`src/rtl/qer_pkg.sv`:
```
// Constants and types shared by the quadrature encoder rescaler.
package qer_pkg;

    // ------------------------------------------------------------
    // Widths, limits and reset values
    // ------------------------------------------------------------
    localparam int          FACTOR_W      = 8;      // Width of the rate factors.
    localparam int          BACK_W        = 9;      // Width of the reverse step counter.
    localparam int          PEND_W        = 16;     // Width of the multiplier backlog.
    localparam int          PIN_W         = 3;      // Input pins one, two and four.
    localparam logic [8:0]  BACK_MAX      = 9'h100; // Reverse steps tolerated, saturation.
    localparam logic [8:0]  BACK_RST      = 9'h000;
    localparam logic [15:0] PEND_MAX      = 16'hFFFF;
    localparam logic [15:0] PEND_RST      = 16'h0000;
    localparam logic [7:0]  DIV_RST       = 8'h00;
    localparam logic [2:0]  SYNC_RST      = 3'h0;

    // ------------------------------------------------------------
    // Configuration encodings
    // ------------------------------------------------------------
    typedef enum logic [0:0] {
        QER_POSITION = 1'b0,  // Reverse tracking, output only when net forward.
        QER_MOTION   = 1'b1   // Pulse on every step in either direction.
    } qer_cond_e;

    typedef enum logic [0:0] {
        QER_B_LEADS_FORWARD = 1'b0,
        QER_A_LEADS_FORWARD = 1'b1
    } qer_sense_e;

    typedef enum logic [0:0] {
        QER_A_PIN_ONE = 1'b0
    } qer_asel_e;

    typedef enum logic [1:0] {
        QER_B_GROUNDED = 2'b00,
        QER_B_PIN_TWO  = 2'b01,
        QER_B_PIN_FOUR = 2'b10
    } qer_bsel_e;

    typedef enum logic [0:0] {
        QER_RISING = 1'b0,
        QER_ANY    = 1'b1
    } qer_edge_e;

    typedef enum logic [0:0] {
        QER_MUL_THEN_DIV = 1'b0,
        QER_DIV_THEN_MUL = 1'b1
    } qer_order_e;

endpackage

```
`src/rtl/qer_scale_if.sv`:
```
// Step pulses and rescaler settings passed from the decoder to the rescaler.
interface qer_scale_if;
    logic                         step;        // One-cycle step to rescale.
    logic [qer_pkg::FACTOR_W-1:0] mul_factor;  // Pulses out per step.
    logic [qer_pkg::FACTOR_W-1:0] div_factor;  // Steps in per pulse.
    qer_pkg::qer_order_e          order;       // Stage order.
    logic                         pulse;       // One-cycle rescaled pulse.

    modport decoder (output step, mul_factor, div_factor, order, input pulse);
    modport scaler  (input step, mul_factor, div_factor, order, output pulse);
endinterface

```
`src/rtl/qer_rescale.sv`:
```
// Rate multiplier and divider with selectable order.
module qer_rescale (
    input  wire logic       core_clk_i,  // System clock.
    input  wire logic       reset_i,     // Asynchronous reset, active high.
    qer_scale_if.scaler     sc           // Steps in, pulses out.
);

    logic [qer_pkg::PEND_W-1:0]   pend_reg;
    logic [qer_pkg::PEND_W-1:0]   pend_next;
    logic [qer_pkg::FACTOR_W-1:0] div_cnt_reg;
    logic [qer_pkg::FACTOR_W-1:0] div_cnt_next;
    logic [qer_pkg::FACTOR_W-1:0] mul_eff;
    logic [qer_pkg::FACTOR_W-1:0] div_eff;
    logic                         mul_in;
    logic                         mul_out;
    logic                         div_in;
    logic                         div_out;

    // ------------------------------------------------------------
    // Stage routing
    // ------------------------------------------------------------
    // A zero factor behaves as one so a cleared setting never stops the line.
    assign mul_eff  = (sc.mul_factor == '0) ? 8'h01 : sc.mul_factor;
    assign div_eff  = (sc.div_factor == '0) ? 8'h01 : sc.div_factor;
    // The multiplier output is registered, so chaining either way has no loop.
    assign mul_out  = (pend_reg != '0);
    assign mul_in   = (sc.order == qer_pkg::QER_MUL_THEN_DIV) ? sc.step : div_out;
    assign div_in   = (sc.order == qer_pkg::QER_MUL_THEN_DIV) ? mul_out : sc.step;
    assign div_out  = div_in && (div_cnt_reg == div_eff - 8'h01);
    assign sc.pulse = (sc.order == qer_pkg::QER_MUL_THEN_DIV) ? div_out : mul_out;

    // Multiplier backlog: each multiplier input (mul_in) adds the factor, one pulse drains per cycle.
    // Steps faster than the drain rate pile up and saturate rather than wrap.
    always_comb begin
        logic [qer_pkg::PEND_W:0] sum;
        sum = {1'b0, pend_reg} - {{qer_pkg::PEND_W{1'b0}}, mul_out}
            + (mul_in ? {{(qer_pkg::PEND_W + 1 - qer_pkg::FACTOR_W){1'b0}}, mul_eff}
                      : {(qer_pkg::PEND_W + 1){1'b0}});
        pend_next = sum[qer_pkg::PEND_W] ? qer_pkg::PEND_MAX : sum[qer_pkg::PEND_W-1:0];
    end

    // Divider: counts input steps and releases one pulse every div_eff steps.
    always_comb begin
        div_cnt_next = div_cnt_reg;
        if (div_out) begin
            div_cnt_next = '0;
        end else if (div_in) begin
            div_cnt_next = div_cnt_reg + 8'h01;
        end
    end

    // Register the stage state.
    always_ff @(posedge core_clk_i or posedge reset_i) begin
        if (reset_i) begin
            pend_reg    <= qer_pkg::PEND_RST;
            div_cnt_reg <= qer_pkg::DIV_RST;
        end else begin
            pend_reg    <= pend_next;
            div_cnt_reg <= div_cnt_next;
        end
    end

    // ------------------------------------------------------------
    // Assertions
    // ------------------------------------------------------------
    AST_MUL_LOAD: assert property (@(posedge core_clk_i) disable iff (reset_i)
        mul_in && pend_reg == '0 |=> pend_reg == {8'h00, $past(mul_eff)})
        else $error("Multiplier backlog not loaded with the factor.");
    AST_DIV_PERIOD: assert property (@(posedge core_clk_i) disable iff (reset_i)
        div_out |-> div_in && div_cnt_reg == div_eff - 8'h01 ##1 div_cnt_reg == '0)
        else $error("Divider released a pulse at the wrong count.");
    AST_ORDER_DM: assert property (@(posedge core_clk_i) disable iff (reset_i)
        sc.order == qer_pkg::QER_DIV_THEN_MUL && sc.step && div_eff == 8'h01
        && pend_reg == '0 && sc.order == $past(sc.order) |=> sc.pulse)
        else $error("Divide-first order did not pass a pulse.");
    COV_MUL_BURST: cover property (@(posedge core_clk_i) disable iff (reset_i)
        sc.pulse [*3]);
    COV_DIV_WRAP: cover property (@(posedge core_clk_i) disable iff (reset_i)
        div_out && div_eff > 8'h02);

endmodule

```
`src/rtl/qer_top.sv`:
```
// Quadrature encoder front end: pin selection, direction, reverse tracking and rescaling.

module qer_top (
    input  wire logic                         core_clk_i,           // System clock, 100 MHz.
    input  wire logic                         reset_i,              // Async reset, high.
    input  wire logic                         input_pin_one_i,      // Physical input pin one.
    input  wire logic                         input_pin_two_i,      // Physical input pin two.
    input  wire logic                         input_pin_four_i,     // Physical input pin four.
    input  wire qer_pkg::qer_cond_e           enc_output_condition_i, // Position or motion.
    input  wire qer_pkg::qer_sense_e          enc_forward_sense_i,  // Which phase leads forward.
    input  wire qer_pkg::qer_asel_e           phase_a_select_i,     // Phase A source.
    input  wire qer_pkg::qer_bsel_e           phase_b_select_i,     // Phase B source.
    input  wire qer_pkg::qer_edge_e           enc_edge_select_i,    // Rising or any edge.
    input  wire qer_pkg::qer_order_e          rescale_sequence_i,   // Stage order.
    input  wire logic [qer_pkg::FACTOR_W-1:0] rate_mul_factor_i,    // Multiplier, 0 acts as 1.
    input  wire logic [qer_pkg::FACTOR_W-1:0] rate_div_factor_i,    // Divider, 0 acts as 1.
    output logic                              enc_pulse_o,          // Registered output pulse.
    output logic                              enc_forward_o,        // Direction of last step.
    output logic [qer_pkg::BACK_W-1:0]        back_count_o          // Reverse steps pending.
);

    logic [qer_pkg::PIN_W-1:0]  sync1_reg;
    logic [qer_pkg::PIN_W-1:0]  sync2_reg;
    logic                       phase_a_reg;
    logic                       phase_a_next;
    logic                       phase_a;
    logic                       phase_b;
    logic                       a_edge;
    logic                       step_evt;
    logic                       fwd;
    logic                       keep_step;
    logic [qer_pkg::BACK_W-1:0] back_reg;
    logic [qer_pkg::BACK_W-1:0] back_next;
    logic                       fwd_reg;
    logic                       fwd_next;
    logic                       pulse_reg;
    logic                       pulse_next;

    qer_scale_if sc ();

    // ------------------------------------------------------------
    // Input synchronisers and phase selection
    // ------------------------------------------------------------
    // Encoder lines are asynchronous; the first stage is read only by the second.
    always_ff @(posedge core_clk_i or posedge reset_i) begin
        if (reset_i) begin
            sync1_reg <= qer_pkg::SYNC_RST;
            sync2_reg <= qer_pkg::SYNC_RST;
        end else begin
            sync1_reg <= {input_pin_four_i, input_pin_two_i, input_pin_one_i};
            sync2_reg <= sync1_reg;
        end
    end

    // Phase A has a single source; any other code leaves phase A idle.
    assign phase_a = (phase_a_select_i == qer_pkg::QER_A_PIN_ONE) && sync2_reg[0];

    // Phase B source selection; grounded reads as low.
    always_comb begin
        case (phase_b_select_i)
            qer_pkg::QER_B_PIN_TWO:  phase_b = sync2_reg[1];
            qer_pkg::QER_B_PIN_FOUR: phase_b = sync2_reg[2];
            default:                 phase_b = 1'b0;
        endcase
    end

    // ------------------------------------------------------------
    // Edge detection and direction
    // ------------------------------------------------------------
    assign phase_a_next = phase_a;
    assign a_edge       = phase_a != phase_a_reg;
    // Only phase A edges count, so one step per A edge and rate halves on rising only.
    assign step_evt     = a_edge && (enc_edge_select_i == qer_pkg::QER_ANY || phase_a);

    // After an A edge, B equal to A means B moved first and so leads.
    always_comb begin
        if (phase_b_select_i == qer_pkg::QER_B_GROUNDED) begin
            fwd = 1'b1;
        end else if (enc_forward_sense_i == qer_pkg::QER_B_LEADS_FORWARD) begin
            fwd = (phase_a == phase_b);
        end else begin
            fwd = (phase_a != phase_b);
        end
    end

    // ------------------------------------------------------------
    // Output condition and reverse tracking
    // ------------------------------------------------------------
    // The counter holds 256 reverse steps; beyond that it sticks, so the
    // position is lost and exactly 256 forward steps are swallowed afterwards.
    always_comb begin
        back_next = back_reg;
        keep_step = 1'b0;
        fwd_next  = fwd_reg;
        if (step_evt) begin
            fwd_next = fwd;
            if (enc_output_condition_i == qer_pkg::QER_MOTION) begin
                keep_step = 1'b1;
            end else if (!fwd) begin
                if (back_reg != qer_pkg::BACK_MAX) begin
                    back_next = back_reg + 9'h001;
                end
            end else if (back_reg != '0) begin
                back_next = back_reg - 9'h001;
            end else begin
                keep_step = 1'b1;
            end
        end
    end

    assign sc.step       = keep_step;
    assign sc.mul_factor = rate_mul_factor_i;
    assign sc.div_factor = rate_div_factor_i;
    assign sc.order      = rescale_sequence_i;
    assign pulse_next    = sc.pulse;

    qer_rescale u_rescale (
        .core_clk_i (core_clk_i),
        .reset_i    (reset_i),
        .sc         (sc)
    );

    // Register decoder state and the output pulse.
    always_ff @(posedge core_clk_i or posedge reset_i) begin
        if (reset_i) begin
            phase_a_reg <= 1'b0;
            back_reg    <= qer_pkg::BACK_RST;
            fwd_reg     <= 1'b1;
            pulse_reg   <= 1'b0;
        end else begin
            phase_a_reg <= phase_a_next;
            back_reg    <= back_next;
            fwd_reg     <= fwd_next;
            pulse_reg   <= pulse_next;
        end
    end

    assign enc_pulse_o   = pulse_reg;
    assign enc_forward_o = fwd_reg;
    assign back_count_o  = back_reg;

    // ------------------------------------------------------------
    // Assertions
    // ------------------------------------------------------------
    // The synchroniser holds reset values for a few edges after release, so skip those.
    AST_SYNC_LAT: assert property (@(posedge core_clk_i) disable iff (reset_i)
        !$past(reset_i) && !$past(reset_i, 2) && !$past(reset_i, 3)
        && phase_a_select_i == qer_pkg::QER_A_PIN_ONE
        && $past(phase_a_select_i) == qer_pkg::QER_A_PIN_ONE
        |-> phase_a_reg == $past(input_pin_one_i, 3))
        else $error("Phase A not delayed by the synchroniser.");
    AST_PIN_FOUR: assert property (@(posedge core_clk_i) disable iff (reset_i)
        !$past(reset_i) && !$past(reset_i, 2)
        && phase_b_select_i == qer_pkg::QER_B_PIN_FOUR
        |-> phase_b == $past(input_pin_four_i, 2))
        else $error("Phase B not taken from input pin four.");
    AST_RISE_ONLY: assert property (@(posedge core_clk_i) disable iff (reset_i)
        enc_edge_select_i == qer_pkg::QER_RISING && step_evt |-> phase_a && !phase_a_reg)
        else $error("Step taken on a falling edge in rising mode.");
    AST_GND_FWD: assert property (@(posedge core_clk_i) disable iff (reset_i)
        phase_b_select_i == qer_pkg::QER_B_GROUNDED && step_evt |=> fwd_reg)
        else $error("Grounded phase B gave a reverse step.");
    AST_B_LEAD: assert property (@(posedge core_clk_i) disable iff (reset_i)
        phase_b_select_i != qer_pkg::QER_B_GROUNDED && step_evt
        && enc_forward_sense_i == qer_pkg::QER_B_LEADS_FORWARD
        |=> fwd_reg == $past(phase_a == phase_b))
        else $error("B-leads direction decoded wrongly.");
    AST_A_LEAD: assert property (@(posedge core_clk_i) disable iff (reset_i)
        phase_b_select_i != qer_pkg::QER_B_GROUNDED && step_evt
        && enc_forward_sense_i == qer_pkg::QER_A_LEADS_FORWARD
        |=> fwd_reg == $past(phase_a != phase_b))
        else $error("A-leads direction decoded wrongly.");
    AST_MOTION_ALL: assert property (@(posedge core_clk_i) disable iff (reset_i)
        enc_output_condition_i == qer_pkg::QER_MOTION && step_evt
        |-> keep_step ##1 back_reg == $past(back_reg))
        else $error("Motion mode dropped a step.");
    AST_BEHIND_MUTE: assert property (@(posedge core_clk_i) disable iff (reset_i)
        enc_output_condition_i == qer_pkg::QER_POSITION && back_reg != '0 |-> !keep_step)
        else $error("Output produced while behind in position mode.");
    AST_BACK_SAT: assert property (@(posedge core_clk_i) disable iff (reset_i)
        enc_output_condition_i == qer_pkg::QER_POSITION && back_reg == qer_pkg::BACK_MAX
        && step_evt && !fwd |=> back_reg == qer_pkg::BACK_MAX)
        else $error("Reverse counter did not hold at its maximum.");
    AST_DROP: assert property (@(posedge core_clk_i) disable iff (reset_i)
        enc_output_condition_i == qer_pkg::QER_POSITION && step_evt && fwd && back_reg != '0
        |=> back_reg == $past(back_reg) - 9'h001)
        else $error("Forward step did not retire a reverse step.");
    AST_COND_SEL: assert property (@(posedge core_clk_i) disable iff (reset_i)
        keep_step == (step_evt && (enc_output_condition_i == qer_pkg::QER_MOTION
                                   || (fwd && back_reg == '0))))
        else $error("Output step does not match the output condition.");
    COV_SATURATE: cover property (@(posedge core_clk_i) disable iff (reset_i)
        back_reg == qer_pkg::BACK_MAX && step_evt && !fwd);
    COV_RESUME: cover property (@(posedge core_clk_i) disable iff (reset_i)
        back_reg == 9'h001 && step_evt && fwd ##[1:64] keep_step);

endmodule

```
`config.mk`:
```
export PLATFORM = sky130hd
export DESIGN_NAME = qer_top
export DESIGN_NICKNAME = d
export VERILOG_FILES = /design/src/rtl/qer_pkg.sv /design/src/rtl/qer_scale_if.sv /design/src/rtl/qer_rescale.sv /design/src/rtl/qer_top.sv
export SDC_FILE = /design/constraint.sdc
export NUM_CORES = 1
export LEC_CHECK = 0
export BUFFER_PORTS_ARGS = -buffer_cell sky130_fd_sc_hd__buf_2
export CELL_PAD_IN_SITES_DETAIL_PLACEMENT = 1
export CELL_PAD_IN_SITES_GLOBAL_PLACEMENT = 2
export CORE_UTILIZATION = 39
export DETAILED_ROUTE_END_ITERATION = 8
export GPL_TIMING_DRIVEN = 0
export PLACE_DENSITY_LB_ADDON = 0.1
export SLEW_MARGIN = 20
export SYNTH_ARGS = -nofsm -noshare
export SYNTH_HDL_FRONTEND = slang
export SYNTH_SLANG_ARGS = --single-unit
```
`constraint.sdc`:
```
create_clock -name core_clk_i -period 11.84 [get_ports core_clk_i]
set_input_delay 0.592 -clock core_clk_i [delete_from_list [all_inputs] [get_ports core_clk_i]]
set_output_delay 0.592 -clock core_clk_i [all_outputs]
set_load 0.01 [all_outputs]
```
==> results.md <==
Floorplan:
- The die covers 8640 µm².
- The chip height is 93.0 µm.
- The horizontal extent of the die is 93.0 µm.
- The floorplan has 32 rows.
- The I/O pin count is 39.
- The initial core utilization is 41.1%.
- The core region is 7850 µm².

STA:
- The final number of hold-violating endpoints is 0.
- At the pin with the least slew margin, the transition time is 0.993 ns.
- The timing-limited maximum frequency is 156 MHz.
- The worst pin sits at a relative slew slack of 33.3%.
- The worst clock skew on the final layout is 0.00732 ns.
- Setup repair after global routing left no endpoint under its margin.
- The final max-slew violation count is 0.
- After routing, the total negative slack on setup checks comes to 0 ns.
- The final critical path takes up 54.0% of the cycle.
- The final critical-path required period is 6.39 ns.
- Setup violations remaining at the end of the flow were counted as 0.

Cells and area:
- The net count of the finished layout is 476.
- The number of antenna diodes in the final layout is 0.
- The growth of design area from synthesis to finish is 13.4%.
- The register with the most flip-flops in the layout has 16 of them.
- Summing all flip-flop and latch instances after layout gives 1050 µm².
- The area occupied by multi-input gates is 1990 µm².
- The layout has 951 filler cells.
- The fraction of layout instances using a drive strength above 1 is 14.0%.

Setup path:
- The setup check on the worst reg-to-reg path leaves a slack of 6.52 ns.
- The endpoint of the most critical register-to-register path is u_rescale.pend_reg[6]$_DFF_PP0_.
- On the critical path, the stage with the largest delay is an instance of sky130_fd_sc_hd__o311ai_1.
- The startpoint identified for the worst register-to-register timing path is u_rescale.div_cnt_reg[0]$_DFFE_PP0P_.
- Along the worst path, the maximum fanout reaches 10.
- The data required time at the worst endpoint is 12.02 ns.
- STA classifies the critical path endpoint as a register.
- In this design, the stage delay of the slowest critical-path cell is 0.76 ns.
- Measured in cells, the most critical reg-to-reg path has a length of 17.
- The data arrival time of the worst path is 6.58 ns.
- The family with the most delay on the worst path is compound AO/OA/AOI/OAI gates.
- The number of buffers and inverters on the critical path is 3.
- Walking the worst path, the cells encountered are buf_2 -> or4_1 -> nor4_1 -> nor2_1 -> ha_1 -> xor2_1 -> xnor2_1 -> nand2_1 -> a21o_1 -> nor4_4 -> o211a_4 -> nand2_1 -> ha_1 -> inv_1 -> fa_1 -> a211oi_1 -> o21ai_0 -> nand2_1 -> a2111oi_1 -> o21a_1 -> o311ai_1 -> buf_2 -> nand2_1.
- STA classifies the critical path startpoint as an input pin.
- The category of the critical setup timing path is input pin to register.
- The most numerous cell type found on the critical path is sky130_fd_sc_hd__nand2_1.

Yosys:
- By area the synthesized netlist is led by sky130_fd_sc_hd__dfrtp_1, sky130_fd_sc_hd__ha_1, sky130_fd_sc_hd__inv_1.
- In the synthesized netlist the dominant register cell turns out to be sky130_fd_sc_hd__dfrtp_1.
- Counting flops with a built-in enable in the synthesized netlist gives 0.
- The most common cell in the synthesized netlist is sky130_fd_sc_hd__inv_1.
- The number of cells produced by synthesis is 360.
- The register area share after synthesis is 32.6%.
- The post-synthesis cell type with the largest combined area is sky130_fd_sc_hd__dfrtp_1.
- The share of the synthesized netlist area taken by xor and xnor gates is 7.87%.
- Multiplexer cells account for 1.98% of the synthesized area.
- During synthesis, Yosys emitted a total of 0 warnings.
- The post-synthesis instance area is 3230 µm².
- The simple logic cell fraction of the synthesized area is 16.9%.
- Summing the areas of all compound-gate instances in the mapped netlist gives 18.2% of the synthesized area.
- The flop and latch count out of synthesis is 42.
- In this run the biggest area consumer among cell types represents 31.8% of the synthesized area.
- In this run, distinct cell masters in the synthesized netlist total 50.
- Counting instances in the post-synthesis netlist gives the leading cell types as sky130_fd_sc_hd__inv_1, sky130_fd_sc_hd__dfrtp_1, sky130_fd_sc_hd__ha_1.
- By area, the combinational part of the netlist is dominated by compound AO/OA/AOI/OAI gates.
- The per-instance average area after synthesis is 8.96 µm².
- Summing the areas of all fa, ha and maj instances in the mapped netlist gives 16.8% of the synthesized area.
- When the netlist entered floorplanning its net count stood at 430.
- The async set-reset flop share out of synthesis is 100%.

Clock network:
- The TritonCTS clock tree is done.
- Hold repair after CTS inserted 0 buffers.
- The library cell used as clock root buffer is sky130_fd_sc_hd__clkbuf_8.
- The post-cts sizing count is 0.
- TritonCTS created 5 clock buffers.
- The buffer depth of the longest clock path is 2.
- The number of H-tree branching levels is 2.
- Clock-pin slew was measured on the worst setup and hold paths at 0.09 ns.
- The TritonCTS sink count is 42.
- Buffers added to address setup during post-CTS repair amount to 0.
- The clock insertion delay at the later pin of the skew report is 0.30 ns.

Routing:
- The iteration-0 DRC count of the detailed router is 52.
- After detailed routing, the average wire length per cell comes to 14.7 µm.
- The number of antenna-violating nets in the routed design is 0.
- The routed design has 7470 µm of wire.
- The pre-antenna-repair detailed-routing pass consisted of 4 iterations.
- The via density per instance is 5.17.
- The via total after detailed routing is 2,632.
- The post-detailed-route DRC marker count is 0.

Outcome:
- The run finished with clean final reports.

Placed design:
- The wire-length estimate of the detail-placed layout is 6050 µm.
- The count of buffers inserted at the top-level ports is 38.
- The global placer's final weighted congestion is 0.817.

GRT:
- The met3 track utilization from global routing is 2.38%.
- For met2 alone, demand over resource in global routing was 31.8%.
- The number of global-route vias before repair is 2,729.
- The first global-routing pass estimated 12,900 µm of wire.
- Entering global routing, the biggest net connects 23 pins.
- The initial antenna violation count is 0.
- The layer with the highest usage after global routing is met2.
- For met1 alone, demand over resource in global routing was 24.8%.
- For this run, the total global-route usage over all layers was measured as 18.9%.
- The total grt overflow is 0.

Pwr:
- The sequential share of power is 26.2%.
- The clock network fraction of total power is 10.1%.
- The switching power summed over all nets is 0.443 mW.
- The total power is 0.950 mW.
- In this run the power density over the cells is 260 nW/µm².
- Of the total power, the share spent switching nets is 46.7%.
- The standby leakage power is 1.80 nW.
- Cell internal power was estimated by the tool at 0.506 mW.
- Combinational logic burns 63.7% of the power.
- The maximum VDD drop is 121 µV.

Job:
- The number of maximum-capacitance constraint violations is 0.

Worst hold path:
- The type of the worst min-delay path is input pin to async pin.
==> layout by cell type, fill, tap and decap left out, types with 3 or more instances in the layout <==
cell type and instances:
sky130_fd_sc_hd__a21o_1 7, sky130_fd_sc_hd__o211ai_1 3, sky130_fd_sc_hd__mux2i_1 3, sky130_fd_sc_hd__o21ai_0 19, sky130_fd_sc_hd__nor4b_1 3, sky130_fd_sc_hd__and3_1 5
sky130_fd_sc_hd__nand3_1 3, sky130_fd_sc_hd__inv_1 46, sky130_fd_sc_hd__buf_2 39, sky130_fd_sc_hd__nor2b_1 11, sky130_fd_sc_hd__nand2b_1 4, sky130_fd_sc_hd__dfrtp_1 41
sky130_fd_sc_hd__mux2_2 3, sky130_fd_sc_hd__o21ai_1 5, sky130_fd_sc_hd__clkbuf_8 5, sky130_fd_sc_hd__nand2_1 36, sky130_fd_sc_hd__o21a_1 6, sky130_fd_sc_hd__nor3_1 5
sky130_fd_sc_hd__a211oi_1 4, sky130_fd_sc_hd__a22o_1 7, sky130_fd_sc_hd__ha_1 40, sky130_fd_sc_hd__xnor2_1 13, sky130_fd_sc_hd__xor2_1 16, sky130_fd_sc_hd__a2111oi_0 4
sky130_fd_sc_hd__a21oi_1 14, sky130_fd_sc_hd__nor4_1 5, sky130_fd_sc_hd__nor2_1 23
==> power by group through the flow <==
stage	sequential, mW	clock, mW	combinational (mW)
floorplan	0.247	0	0.466
global placement	0.250	0	0.596
detailed placement	0.252	0	0.612
CTS	0.249	0.101	0.617
global route	0.257	0.105	0.701
finish	0.249	0.0958	0.605
==> routing by layer <==
| layer | vias up | wire length [µm] |
|---|---|---|
| li1 | 1345 | - |
| met1 | 1242 | 3630 |
| met2 | 33 | 3510 |
| met3 | 12 | 154 |
| met4 | 0 | 180 |
| met5 | - | 0 |
==> cells by family after synthesis <==
logic type | after synthesis
compound gates | 85
buf+inv | 49
xor+xnor | 29
flops | 42
mux | 6
fa+ha+maj | 42
simple gates | 107
==> worst register-to-register path, cell delays in order (launching register included) <==
cell and delay, ns:
sky130_fd_sc_hd__dfrtp_1 0.45, sky130_fd_sc_hd__nor2b_1 0.20, sky130_fd_sc_hd__a21oi_1 0.08, sky130_fd_sc_hd__o32a_1 0.32, sky130_fd_sc_hd__nor4_4 0.60, sky130_fd_sc_hd__o211a_4 0.29, sky130_fd_sc_hd__nand2_1 0.07, sky130_fd_sc_hd__ha_1 0.27
sky130_fd_sc_hd__inv_1 0.06, sky130_fd_sc_hd__fa_1 0.48, sky130_fd_sc_hd__a211oi_1 0.42, sky130_fd_sc_hd__o21ai_0 0.25, sky130_fd_sc_hd__nand2_1 0.14, sky130_fd_sc_hd__a2111oi_1 0.13, sky130_fd_sc_hd__o21a_1 0.22, sky130_fd_sc_hd__o311ai_1 0.76
sky130_fd_sc_hd__buf_2 0.38, sky130_fd_sc_hd__nand2_1 0.08
==> through the flow <==
| step | instance area [µm²] | hold WS [ns] | std cells | setup WS, ns | utilization, % |
|---|---|---|---|---|---|
| after global routing | 3660 | 0.332 | 509 | 4.81 | 46.6 |
| after floorplan | 3230 | 0.331 | 360 | 6.32 | - |
| after CTS | 3660 | 0.319 | 509 | 5.30 | 46.6 |
| final | 3660 | 0.309 | 509 | 5.45 | 46.6 |
| after global placement | 3540 | 0.334 | 500 | 5.02 | 45.2 |
| after detailed placement | 3570 | 0.339 | 501 | 4.97 | 45.5 |
==> cell type report <==
type,instances,share of cell area [%]
inverter,47,4.82
sequential,42,28.8
clock inverter,2,0.376
tap,102,3.49
timing repair buffer,39,5.95
clock buffer,6,1.98
buffer,2,0.239
multi-input combinational,269,54.4
==> how the worst max path moves through the flow <==
stage	from	to	slack, ns	cells past startpoint
6_report	rate_div_factor_i[1]	u_rescale.pend_reg[6]$_DFF_PP0_	5.45	23
5_1_grt	rate_div_factor_i[1]	u_rescale.pend_reg[7]$_DFF_PP0_	4.81	23
4_1_cts	rate_div_factor_i[1]	u_rescale.pend_reg[5]$_DFF_PP0_	5.30	23
3_5_place_dp	rate_div_factor_i[1]	u_rescale.pend_reg[10]$_DFF_PP0_	4.97	23
3_3_place_gp	rate_div_factor_i[1]	u_rescale.pend_reg[5]$_DFF_PP0_	5.02	23
2_1_floorplan	rate_div_factor_i[1]	u_rescale.pend_reg[10]$_DFF_PP0_	6.32	22
No activity file was read; power rests on OpenSTA's default activity.
